## src/design/adt_pkg.sv

```systemverilog
// Shared constants and carrier types for the converter trim and timeline block.
// Assumes a single 40 MHz clock and byte-wide register accesses from the serial link.
package adt_pkg;

  // ----------------------------------------------------------------
  // Register map
  // ----------------------------------------------------------------
  localparam logic [7:0] ADDR_GAIN_HI  = 8'h50;
  localparam logic [7:0] ADDR_OFFSET   = 8'h51;
  localparam logic [7:0] ADDR_GAIN_LO  = 8'h59;
  localparam logic [7:0] ADDR_READ_HI  = 8'h2c;
  localparam logic [7:0] ADDR_READ_LO  = 8'h2d;
  localparam int         GAIN_HI_POS   = 2;
  localparam int         GAIN_LO_POS   = 5;
  localparam logic [7:0] UNMAPPED_DATA = 8'h00;

  // ----------------------------------------------------------------
  // Timing
  // ----------------------------------------------------------------
  localparam int CLK_KHZ          = 40000;
  localparam int TIMELINE_MS      = 250;
  localparam int BIAS_LEAD_US     = 37500;
  localparam int ALERT_TAU_US     = 250;
  localparam int TIMELINE_CYC     = TIMELINE_MS * CLK_KHZ;
  localparam int BIAS_LEAD_CYC    = (BIAS_LEAD_US * (CLK_KHZ / 1000));
  localparam int ALERT_SETTLE_CYC = (ALERT_TAU_US * (CLK_KHZ / 1000));
  localparam int ALERT_DRIVE_CYC  = 4;
  localparam int NUM_GROUPS       = 3;
  localparam int CNT_W            = 24;

  // ----------------------------------------------------------------
  // Carriers
  // ----------------------------------------------------------------
  typedef struct packed {
    logic [4:0] gain;
    logic [7:0] offset;
  } adt_trim_t;

  typedef struct packed {
    logic       txn_start;
    logic       rd;
    logic       wr;
    logic [7:0] addr;
    logic [7:0] wdata;
  } adt_req_t;

  typedef enum logic [1:0] {AL_IDLE, AL_HIGH, AL_CLEAR, AL_SETTLE} adt_alert_state_t;

endpackage

```

## src/design/adt_group_timeline.sv

```systemverilog
// Measurement timeline for one five-cell group; the counter advances only while run is high and holds otherwise.
// Assumes run comes from logic on the same clock.
module adt_group_timeline #(
  parameter int PERIOD_CYC = adt_pkg::TIMELINE_CYC,
  parameter int LEAD_CYC   = adt_pkg::BIAS_LEAD_CYC,
  parameter int START_CYC  = 0
) (
  input  wire logic clk,
  input  wire logic rst_b,
  input  wire logic run,
  output logic      bias_en,
  output logic      meas_start
);

  logic [adt_pkg::CNT_W-1:0] cnt;
  logic                      at_end;
  logic                      at_lead;

  assign at_end  = (cnt == adt_pkg::CNT_W'(PERIOD_CYC - 1));
  assign at_lead = (cnt == adt_pkg::CNT_W'(PERIOD_CYC - 1 - LEAD_CYC));

  // ----------------------------------------------------------------
  // Period counter, own phase per group
  // ----------------------------------------------------------------
  always_ff @(posedge clk or negedge rst_b) begin
    if (!rst_b) begin
      cnt <= adt_pkg::CNT_W'(START_CYC);
    end else if (run) begin
      cnt <= at_end ? '0 : cnt + 1'b1;
    end
  end

  // ----------------------------------------------------------------
  // Thermistor bias ahead of the measurement
  // ----------------------------------------------------------------
  always_ff @(posedge clk or negedge rst_b) begin
    if (!rst_b) begin
      bias_en    <= 1'b0;
      meas_start <= 1'b0;
    end else begin
      meas_start <= run && at_end;
      if (!run || meas_start) begin
        bias_en <= 1'b0;
      end else if (at_lead) begin
        bias_en <= 1'b1;
      end
    end
  end
endmodule

```

## src/design/adt_trim_timeline.sv

```systemverilog
// Production trim registers, per-group timelines, boot edge, alert pin and ready fault.
// Assumes byte register requests from the serial link logic on clk; pins are asynchronous.
// Trim values arrive on static fuse lines and are captured after reset release.

module adt_trim_timeline #(
  parameter int PERIOD_CYC = adt_pkg::TIMELINE_CYC,
  parameter int LEAD_CYC   = adt_pkg::BIAS_LEAD_CYC,
  parameter int SETTLE_CYC = adt_pkg::ALERT_SETTLE_CYC
) (
  input  wire logic                               clk,
  input  wire logic                               rst_b,
  input  wire adt_pkg::adt_trim_t                 trim_fuse,
  input  wire adt_pkg::adt_req_t                  req,
  input  wire logic [13:0]                        conv_reading,
  input  wire logic                               first_thermistor_input,
  input  wire logic [adt_pkg::NUM_GROUPS-1:0]     thermistor_inputs_open,
  input  wire logic                               shutdown,
  input  wire logic                               fault_clear,
  input  wire logic                               alert_set,
  input  wire logic                               alert_clear,
  input  wire logic                               alert_i,
  output logic                                    alert_o,
  output logic                                    alert_oe,
  output logic                                    alert_level,
  output logic                                    alert_sampled,
  output logic [7:0]                              rdata,
  output logic                                    rvalid,
  output logic                                    booted,
  output logic [adt_pkg::NUM_GROUPS-1:0]          bias_en,
  output logic [adt_pkg::NUM_GROUPS-1:0]          meas_start,
  output logic [adt_pkg::NUM_GROUPS-1:0]          device_not_ready_fault
);

  // ----------------------------------------------------------------
  // Pin synchronisers
  // ----------------------------------------------------------------
  localparam int SYNC_W = adt_pkg::NUM_GROUPS + 2;
  logic [SYNC_W-1:0] sync_a;
  logic [SYNC_W-1:0] sync_b;
  logic              ts1_s;
  logic              ts1_d;
  logic              alert_s;
  logic [adt_pkg::NUM_GROUPS-1:0] open_s;

  always_ff @(posedge clk or negedge rst_b) begin
    if (!rst_b) begin
      sync_a <= '0;
      sync_b <= '0;
      ts1_d  <= 1'b0;
    end else begin
      sync_a <= {thermistor_inputs_open, alert_i, first_thermistor_input};
      sync_b <= sync_a;
      ts1_d  <= ts1_s;
    end
  end

  assign ts1_s   = sync_b[0];
  assign alert_s = sync_b[1];
  assign open_s  = sync_b[SYNC_W-1:2];

  // ----------------------------------------------------------------
  // Trim capture, one cycle after reset release
  // ----------------------------------------------------------------
  adt_pkg::adt_trim_t trim_q;
  logic               trim_loaded;

  always_ff @(posedge clk or negedge rst_b) begin
    if (!rst_b) begin
      trim_q      <= '0;
      trim_loaded <= 1'b0;
    end else if (!trim_loaded) begin
      trim_q      <= trim_fuse;
      trim_loaded <= 1'b1;
    end
  end

  // ----------------------------------------------------------------
  // Register reads; writes to trims have no effect
  // ----------------------------------------------------------------
  logic [13:0] snap;
  logic        pair_open;
  logic [7:0]  next_rdata;

  always_comb begin
    next_rdata = adt_pkg::UNMAPPED_DATA;
    case (req.addr)
      adt_pkg::ADDR_GAIN_HI: begin
        next_rdata = {4'h0, trim_q.gain[4:3], 2'h0};
      end
      adt_pkg::ADDR_GAIN_LO: begin
        next_rdata = {trim_q.gain[2:0], 5'h00};
      end
      adt_pkg::ADDR_OFFSET: begin
        next_rdata = trim_q.offset;
      end
      adt_pkg::ADDR_READ_HI: begin
        next_rdata = {2'h0, conv_reading[13:8]};
      end
      adt_pkg::ADDR_READ_LO: begin
        next_rdata = pair_open ? snap[7:0] : conv_reading[7:0];
      end
      default: begin
        next_rdata = adt_pkg::UNMAPPED_DATA;
      end
    endcase
  end

  always_ff @(posedge clk or negedge rst_b) begin
    if (!rst_b) begin
      rdata  <= 8'h00;
      rvalid <= 1'b0;
    end else begin
      rvalid <= req.rd;
      if (req.rd) begin
        rdata <= next_rdata;
      end
    end
  end

  // Snapshot taken on the high byte, held until the low byte is read or a new transaction starts
  always_ff @(posedge clk or negedge rst_b) begin
    if (!rst_b) begin
      snap      <= '0;
      pair_open <= 1'b0;
    end else if (req.rd && req.addr == adt_pkg::ADDR_READ_HI) begin
      snap      <= conv_reading;
      pair_open <= 1'b1;
    end else if (req.txn_start || (req.rd && req.addr == adt_pkg::ADDR_READ_LO)) begin
      pair_open <= 1'b0;
    end
  end

  // ----------------------------------------------------------------
  // Boot on first thermistor input edge
  // ----------------------------------------------------------------
  logic ts1_rise;
  assign ts1_rise = ts1_s && !ts1_d;

  always_ff @(posedge clk or negedge rst_b) begin
    if (!rst_b) begin
      booted <= 1'b0;
    end else if (shutdown) begin
      booted <= 1'b0;
    end else if (ts1_rise) begin
      booted <= 1'b1;
    end
  end

  // ----------------------------------------------------------------
  // Group timelines and not-ready fault
  // ----------------------------------------------------------------
  for (genvar g = 0; g < adt_pkg::NUM_GROUPS; g++) begin : g_grp
    adt_group_timeline #(
      .PERIOD_CYC (PERIOD_CYC),
      .LEAD_CYC   (LEAD_CYC),
      .START_CYC  ((PERIOD_CYC / adt_pkg::NUM_GROUPS) * g)
    ) u_tl (
      .clk        (clk),
      .rst_b      (rst_b),
      .run        (booted),
      .bias_en    (bias_en[g]),
      .meas_start (meas_start[g])
    );

    always_ff @(posedge clk or negedge rst_b) begin
      if (!rst_b) begin
        device_not_ready_fault[g] <= 1'b0;
      end else if (meas_start[g] && open_s[g]) begin
        device_not_ready_fault[g] <= 1'b1;
      end else if (fault_clear) begin
        device_not_ready_fault[g] <= 1'b0;
      end
    end
  end

  // ----------------------------------------------------------------
  // Alert pin: drive, clear low, release, settle, sample
  // ----------------------------------------------------------------
  adt_pkg::adt_alert_state_t al_state;
  logic [13:0]               al_cnt;

  always_ff @(posedge clk or negedge rst_b) begin
    if (!rst_b) begin
      al_state      <= adt_pkg::AL_IDLE;
      al_cnt        <= '0;
      alert_o       <= 1'b0;
      alert_oe      <= 1'b0;
      alert_level   <= 1'b0;
      alert_sampled <= 1'b0;
    end else begin
      alert_sampled <= 1'b0;
      case (al_state)
        adt_pkg::AL_IDLE, adt_pkg::AL_HIGH: begin
          if (alert_clear) begin
            al_state <= adt_pkg::AL_CLEAR;
            al_cnt   <= 14'(adt_pkg::ALERT_DRIVE_CYC - 1);
            alert_o  <= 1'b0;
            alert_oe <= 1'b1;
          end else if (alert_set) begin
            al_state <= adt_pkg::AL_HIGH;
            alert_o  <= 1'b1;
            alert_oe <= 1'b1;
          end
        end
        adt_pkg::AL_CLEAR: begin
          if (al_cnt == '0) begin
            al_state <= adt_pkg::AL_SETTLE;
            al_cnt   <= 14'(SETTLE_CYC - 1);
            alert_oe <= 1'b0;
          end else begin
            al_cnt <= al_cnt - 1'b1;
          end
        end
        adt_pkg::AL_SETTLE: begin
          if (al_cnt == '0) begin
            al_state      <= adt_pkg::AL_IDLE;
            alert_level   <= alert_s;
            alert_sampled <= 1'b1;
          end else begin
            al_cnt <= al_cnt - 1'b1;
          end
        end
        default: begin
          al_state <= adt_pkg::AL_IDLE;
          alert_oe <= 1'b0;
        end
      endcase
    end
  end
endmodule

```

## config.mk

```make
export PLATFORM = sky130hd
export DESIGN_NAME = adt_trim_timeline
export DESIGN_NICKNAME = d
export VERILOG_FILES = /design/src/design/adt_pkg.sv /design/src/design/adt_group_timeline.sv /design/src/design/adt_trim_timeline.sv
export SDC_FILE = /design/constraint.sdc
export NUM_CORES = 1
export LEC_CHECK = 0
export BUFFER_PORTS_ARGS = -buffer_cell sky130_fd_sc_hd__buf_2
export CELL_PAD_IN_SITES_DETAIL_PLACEMENT = 0
export CELL_PAD_IN_SITES_GLOBAL_PLACEMENT = 1
export CORE_MARGIN = 4
export CORE_UTILIZATION = 46
export CTS_CLUSTER_SIZE = 8
export DETAILED_ROUTE_END_ITERATION = 7
export MAX_ROUTING_LAYER = met4
export PLACE_DENSITY_LB_ADDON = 0.08
export SKIP_CTS_REPAIR_TIMING = 1
export SLEW_MARGIN = 5
export SYNTH_ARGS = -nofsm -noshare
export SYNTH_HDL_FRONTEND = slang
export SYNTH_SLANG_ARGS = --single-unit
```

## constraint.sdc

```tcl
create_clock -name clk -period 2.4 [get_ports clk]
set_input_delay 0.12 -clock clk [delete_from_list [all_inputs] [get_ports clk]]
set_output_delay 0.12 -clock clk [all_outputs]
set_load 0.02 [all_outputs]
```

==> impl_metrics.tcl, run 1 <==
set metrics [dict create \
    cp_slowest_stage_delay_ns 0.40 \
    ant_nets 0 \
    setup_ws_ns 0.257 \
    crit_type "register to register" \
    postSynthCellCount 687 \
    critPathLaunchType "register" \
    grt_max_degree 71 \
    clockRootBuffer "clkbuf_16" \
    crit_path_top_delay_cell "dfrtp_1" \
    cp_max_fo 12 \
    die_x_um 133 \
    rows 45 \
    cp_top_family "buffers and inverters" \
    synth_top_area_frac 0.417 \
    status "finished, final reports clean" \
    synth_nets 749 \
    clk-insertion-delay-late_ns 0.41 \
    dp_slack_ns 0.281 \
    drive_gt1_frac 0.240 \
    portBuffers 70 \
    globalRouteTotalUtil 0.200 \
    period_minus_slack_ns 2.14 \
    seq_area_frac_synth 0.513 \
    firstDrtPassIters 5 \
    antenna_found_initial 0 \
    syn_area_per_cell_um2 10.4 \
    p_sw_mw 1.92 \
    grt_pass1_vias 5492 \
    intPower_mw 4.89 \
    crit_path_end_kind "register" \
    rsz0062_at_grt "no" \
    ys_async_sr_fraction 1.00 \
    period_share 0.893 \
    holdPathStages 3 \
    clock_path_buffers 2 \
    clock_skew_ns 0.00648 \
    die-area_um2 17600 \
    core_area_um2 15200 \
    ys.warnings.count 0 \
    cts_tree "built" \
    die_height_um 133 \
    syn-cell-area_um2 7140 \
    ys.flop_type "dfrtp_1" \
    required_ns 2.74 \
    area_growth_pct 21.7 \
    synth_top_cell_by_area "dfrtp_1" \
    initial_utilization 0.470 \
    slew_headroom 0.557 \
    dr.first_iter.drc_count 356 \
    drc 0 \
    clockPowerShare 0.376 \
    fill_cells 1338 \
    p_sw_frac 0.282 \
    hp-class "input pin to register" \
    finalSetupViolCount 0 \
    path_cells "inv_1, ha_1, nor4b_1, buf_4, nand4_1, buf_6, mux2_2, o22ai_1" \
    routed_via_density 5.58 \
    p_comb_frac 0.161 \
    p_per_area_nw_per_um2 784 \
    slew_violations 0 \
    grt_pass1_wl_um 27800 \
    yosysMostFrequentCell "dfrtp_1" \
    via_count 5608 \
    worst_hold_slack_ns 0.0187 \
    synth-edff-count 0 \
    post-dp-hpwl_um 11900 \
    cap_violations 0 \
    yosysUniqueCellTypes 69 \
    worstRegToRegCells 8 \
    worst_pin_slew_ns 0.664 \
    seqPwrFrac 0.463 \
    cts_made_buffers 17 \
    clock-sinks 145 \
    antenna_cells 0 \
    crit_arrival_ns 2.48 \
    critPathBufInv 3 \
    clk_pin_slew_ns 0.06 \
    ys_seq_elements 145 \
    final_nets 866 \
    fmax_mhz 467 \
    totalWireLength_um 16700 \
    synth_common_cells "dfrtp_1 (119), nand2_1 (50), nor2_1 (42)" \
    h-tree-depth 4 \
    ir_worst_vdd_v 0.000478 \
    detail_route.wl_per_cell_um 16.6 \
    p_leak_nw 3.72 \
    place.gp.congestion 0.949 \
    finalHoldViolCount 0 \
    setup_tns_ns 0 \
    io_pins 80 \
    path_depth 8 \
    overflow 0 \
    ys_top_cells_by_area "dfrtp_1 (42%), dfstp_2 (9.6%), xnor2_1 (4.8%)" \
]
[kinds of logic (layout without fill, tap and decap cells)]
group | count (synthesis) | after routing | synth area share
AOI/OAI and AO/OA | 106 | 106 | 0.0947
other | 1 | 1 | 0.000525
and+or+nand+nor | 272 | 272 | 0.215
xor gates and xnor gates | 51 | 51 | 0.0626
buffers and inverters | 62 | 192 | 0.0377
adders and majority gates | 5 | 5 | 0.00876
DFF | 145 | 145 | 0.513
muxes | 45 | 45 | 0.0682
[power groups by stage]
stage	clock [mW]	combinational, mW	sequential (mW)
final	2.56	1.10	3.15
after global routing	2.75	1.25	3.21
after CTS	2.63	1.06	3.15
after detailed placement	0	1.06	3.18
after global placement	0	1.02	3.16
after floorplan	0	0.772	3.03
[per-layer routing]
layer	track usage	vias to the layer above	routed length, um
met5	-	-	0
met4	0.0635	0	248
met3	0.0502	20	713
met2	0.303	130	7760
met1	0.268	2721	7940
li1	-	2737	-
[sequential cells by signal, indices dropped and copies added (netlist names)]
register / flops
booted: 1
rvalid: 1
sync_a: 5
alert_sampled: 1
sync_b: 5
ts1_d: 1
al_cnt: 14
trim_q: 13
g_grp.u_tl.meas_start: 3
alert_oe: 1
device_not_ready_fault: 3
trim_loaded: 1
al_state: 2
g_grp.u_tl.bias_en: 3
pair_open: 1
snap: 8
alert_o: 1
g_grp.u_tl.cnt: 72
rdata: 8
alert_level: 1
[worst paths after layout]
kind                           start                    to  slack (ns)
setup / recovery           al_cnt[0]            al_cnt[13]        0.26
hold / removal             alert_set               alert_o        0.02
setup reg to reg           al_cnt[0]            al_cnt[13]        0.26
hold reg to reg            sync_a[3]             sync_b[3]        0.35
max in group asynchronous      rst_b  g_grp[1].u_tl.cnt[6]        1.28
min in group asynchronous      rst_b               snap[6]        0.28
[placed cells by master, fill, tap and decap left out, types with 9 or more instances in the layout]
| cell type | instances |
|---|---|
| dfrtp_1 | 119 |
| buf_2 | 69 |
| nand2_1 | 50 |
| nor2_1 | 42 |
| xnor2_1 | 39 |
| inv_1 | 33 |
| nand3_1 | 32 |
| dlygate4sd3_1 | 31 |
| nand4_1 | 30 |
| mux2_2 | 29 |
| a21oi_1 | 28 |
| dfstp_2 | 26 |
| nor3_1 | 23 |
| o21ai_0 | 23 |
| buf_4 | 23 |
| clkbuf_16 | 17 |
| nor4_1 | 16 |
| mux2i_1 | 16 |
| xor2_1 | 12 |
| or4_1 | 11 |
| a22oi_1 | 9 |
| o22ai_1 | 9 |
[worst reg2reg max path, delay by kind of cell (launching register included)]
kind | cells | cell delay [ns]
flip-flops | 1 | 0.40
buffers and inverters | 3 | 0.59
AND/OR/NAND/NOR | 2 | 0.47
AO/OA/AOI/OAI | 1 | 0.16
adder cells (fa/ha/maj) | 1 | 0.18
multiplexers | 1 | 0.27
[layout make-up]
type / count / area [um2] / share of cell area
repair buffers: 126 / 871 / 0.100
flip-flops and latches: 145 / 3660 / 0.422
clock buffers: 28 / 537 / 0.0618
multi-input cells: 480 / 3210 / 0.369
well taps: 188 / 235 / 0.0271
inverters: 34 / 128 / 0.0147
clock inverters: 4 / 45.0 / 0.00519
[metrics by stage]
stage               power (mW)  cell area [um2]   util  instances
detailed placement        4.24             7790  0.512        942
floorplan                 3.81             7140      -        687
CTS                       6.83             8370  0.551        974
global placement          4.18             7790  0.512        942
global route              7.21             8680  0.571       1005
finish                    6.81             8680  0.571       1005
No activity file was read; power rests on OpenSTA's default activity.
==> inputs of run 2 (changes only) <==
--- a/config.mk
+++ b/config.mk
@@ -6,10 +6,8 @@
 export NUM_CORES = 1
 export LEC_CHECK = 0
 export BUFFER_PORTS_ARGS = -buffer_cell sky130_fd_sc_hd__buf_2
-export CELL_PAD_IN_SITES_DETAIL_PLACEMENT = 0
-export CELL_PAD_IN_SITES_GLOBAL_PLACEMENT = 1
 export CORE_MARGIN = 4
-export CORE_UTILIZATION = 46
+export CORE_UTILIZATION = 50
 export CTS_CLUSTER_SIZE = 8
 export DETAILED_ROUTE_END_ITERATION = 7
 export MAX_ROUTING_LAYER = met4
==> impl_metrics.tcl, run 2 (synthesized netlist as in run 1, its figures left out) <==
set metrics [dict create \
    clockRootBuffer "clkbuf_16" \
    portBuffers 70 \
    slew_headroom 0.514 \
    worst_pin_slew_ns 0.729 \
    regToRegSetupSlack_ns 0.29 \
    dr.first_iter.drc_count 410 \
    grt_pass1_wl_um 27300 \
    clock_skew_ns 0.00980 \
    die_height_um 127 \
    status "finished, final reports clean" \
    clk_pin_slew_ns 0.06 \
    core_area_um2 13900 \
    period_minus_slack_ns 2.11 \
    overflow 0 \
    ant_nets 0 \
    fin_util 0.622 \
    cap_violations 0 \
    crit_path_end_kind "register" \
    place.gp.congestion 0.896 \
    globalRouteTotalUtil 0.211 \
    routed_via_density 5.76 \
    totalWireLength_um 16100 \
    crit_arrival_ns 2.42 \
    clock-sinks 145 \
    clk-insertion-delay-late_ns 0.42 \
    fmax_mhz 475 \
    final_nets 867 \
    cp_slowest_stage_delay_ns 0.57 \
    crit_path_top_delay_cell "or4_1" \
    post-dp-hpwl_um 11500 \
    cts_tree "built" \
    final_cell_mix "dfrtp_1 (119), buf_2 (69), nand2_1 (50), nor2_1 (42), xnor2_1 (39)" \
    h-tree-depth 4 \
    initial_utilization 0.512 \
    setup_tns_ns 0 \
    antenna_found_initial 0 \
    ir_worst_vdd_v 0.000561 \
    detail_route.wl_per_cell_um 16.2 \
    via_count 5744 \
    critPathLaunchType "register" \
    period_share 0.877 \
    regMostFlops "g_grp.u_tl.cnt" \
    slew_violations 0 \
    cp_max_fo 7 \
    grt_max_degree 79 \
    p_per_area_nw_per_um2 780 \
    p_total_mw 6.76 \
    rows 43 \
    path_cells "ha_1, nor4bb_1, nand4_1, or4_1, a211oi_1" \
    crit_type "register to register" \
    firstDrtPassIters 5 \
    die-area_um2 16300 \
    drc 0 \
    largest_reg_flops 72 \
    rsz0062_at_grt "no" \
    p_leak_nw 3.71 \
    final_common_cell "dfrtp_1" \
    place_area_um2 7790 \
    area_growth_pct 21.4 \
    antenna_cells 0 \
    hp-class "input pin to register" \
    die_x_um 127 \
    grt_pass1_vias 5624 \
    finalSetupViolCount 0 \
    io_pins 80 \
    finalHoldViolCount 0 \
    fin_area_um2 8670 \
    clock_path_buffers 2 \
    cts_made_buffers 17 \
    required_ns 2.72 \
    top_regs "g_grp.u_tl.cnt: 72 flops, al_cnt: 14 flops, trim_q: 13 flops" \
    drive_gt1_frac 0.244 \
]
run 2: changes by cell type in the layout (fill, tap and decap cells not counted), sizes merged:
cell and delta:
clkbuf -8, clkinv +4, clkinvlp +2, buf +1
bufinv +1
run 2: stage by stage:
step                std cells  hold WS (ns)  worst slack (ns)
floorplan                 687        -0.176             0.329
global placement          935         0.194             0.332
global route              997        0.0446             0.127
finish                    997        0.0331             0.294
CTS                       966        -0.248             0.289
detailed placement        935         0.195             0.306
run 2: report_power, final:
group	internal [mW]	switching, mW	total (mW)
logic	0.511	0.560	1.07
clock network	1.57	0.980	2.55
registers	2.76	0.386	3.15
run 2: critical path, delay by kind of cell, from the launching register on:
family	cells	cell delay [ns]
AO/OA/AOI/OAI	1	0.25
adder cells (fa/ha/maj)	1	0.29
flip-flops	1	0.45
AND/OR/NAND/NOR	3	1.02
run 2: per-layer routing:
layer	vias up	wire, um	track usage	share of wire
met1	2844	7350	0.284	0.46
met4	0	297	0.0644	0.018
met3	26	767	0.0452	0.048
met2	136	7700	0.325	0.48
met5	-	0	-	0
li1	2738	-	-	-
run 2: final cells by class:
| cell class | count | area [um2] |
|---|---|---|
| fill | 1187 | 5270 |
| tap | 180 | 225 |
| timing repair buffer | 127 | 875 |
| sequential | 145 | 3660 |
| multi-input combinational | 480 | 3210 |
| clock buffer | 20 | 457 |
| clock inverter | 11 | 114 |
| inverter | 34 | 128 |
run 2: worst paths after layout:
| check | cells past startpoint | end | startpoint |
|---|---|---|---|
| min in group asynchronous | 2 | snap[7] | rst_b |
| max in group asynchronous | 3 | sync_b[3] | rst_b |
| worst max-delay path | 5 | g_grp[0].u_tl.bias_en | g_grp[0].u_tl.cnt[0] |
| worst min register to register | 0 | sync_b[3] | sync_a[3] |
| worst min-delay path | 3 | alert_o | alert_set |
| worst max register to register | 5 | g_grp[0].u_tl.bias_en | g_grp[0].u_tl.cnt[0] |
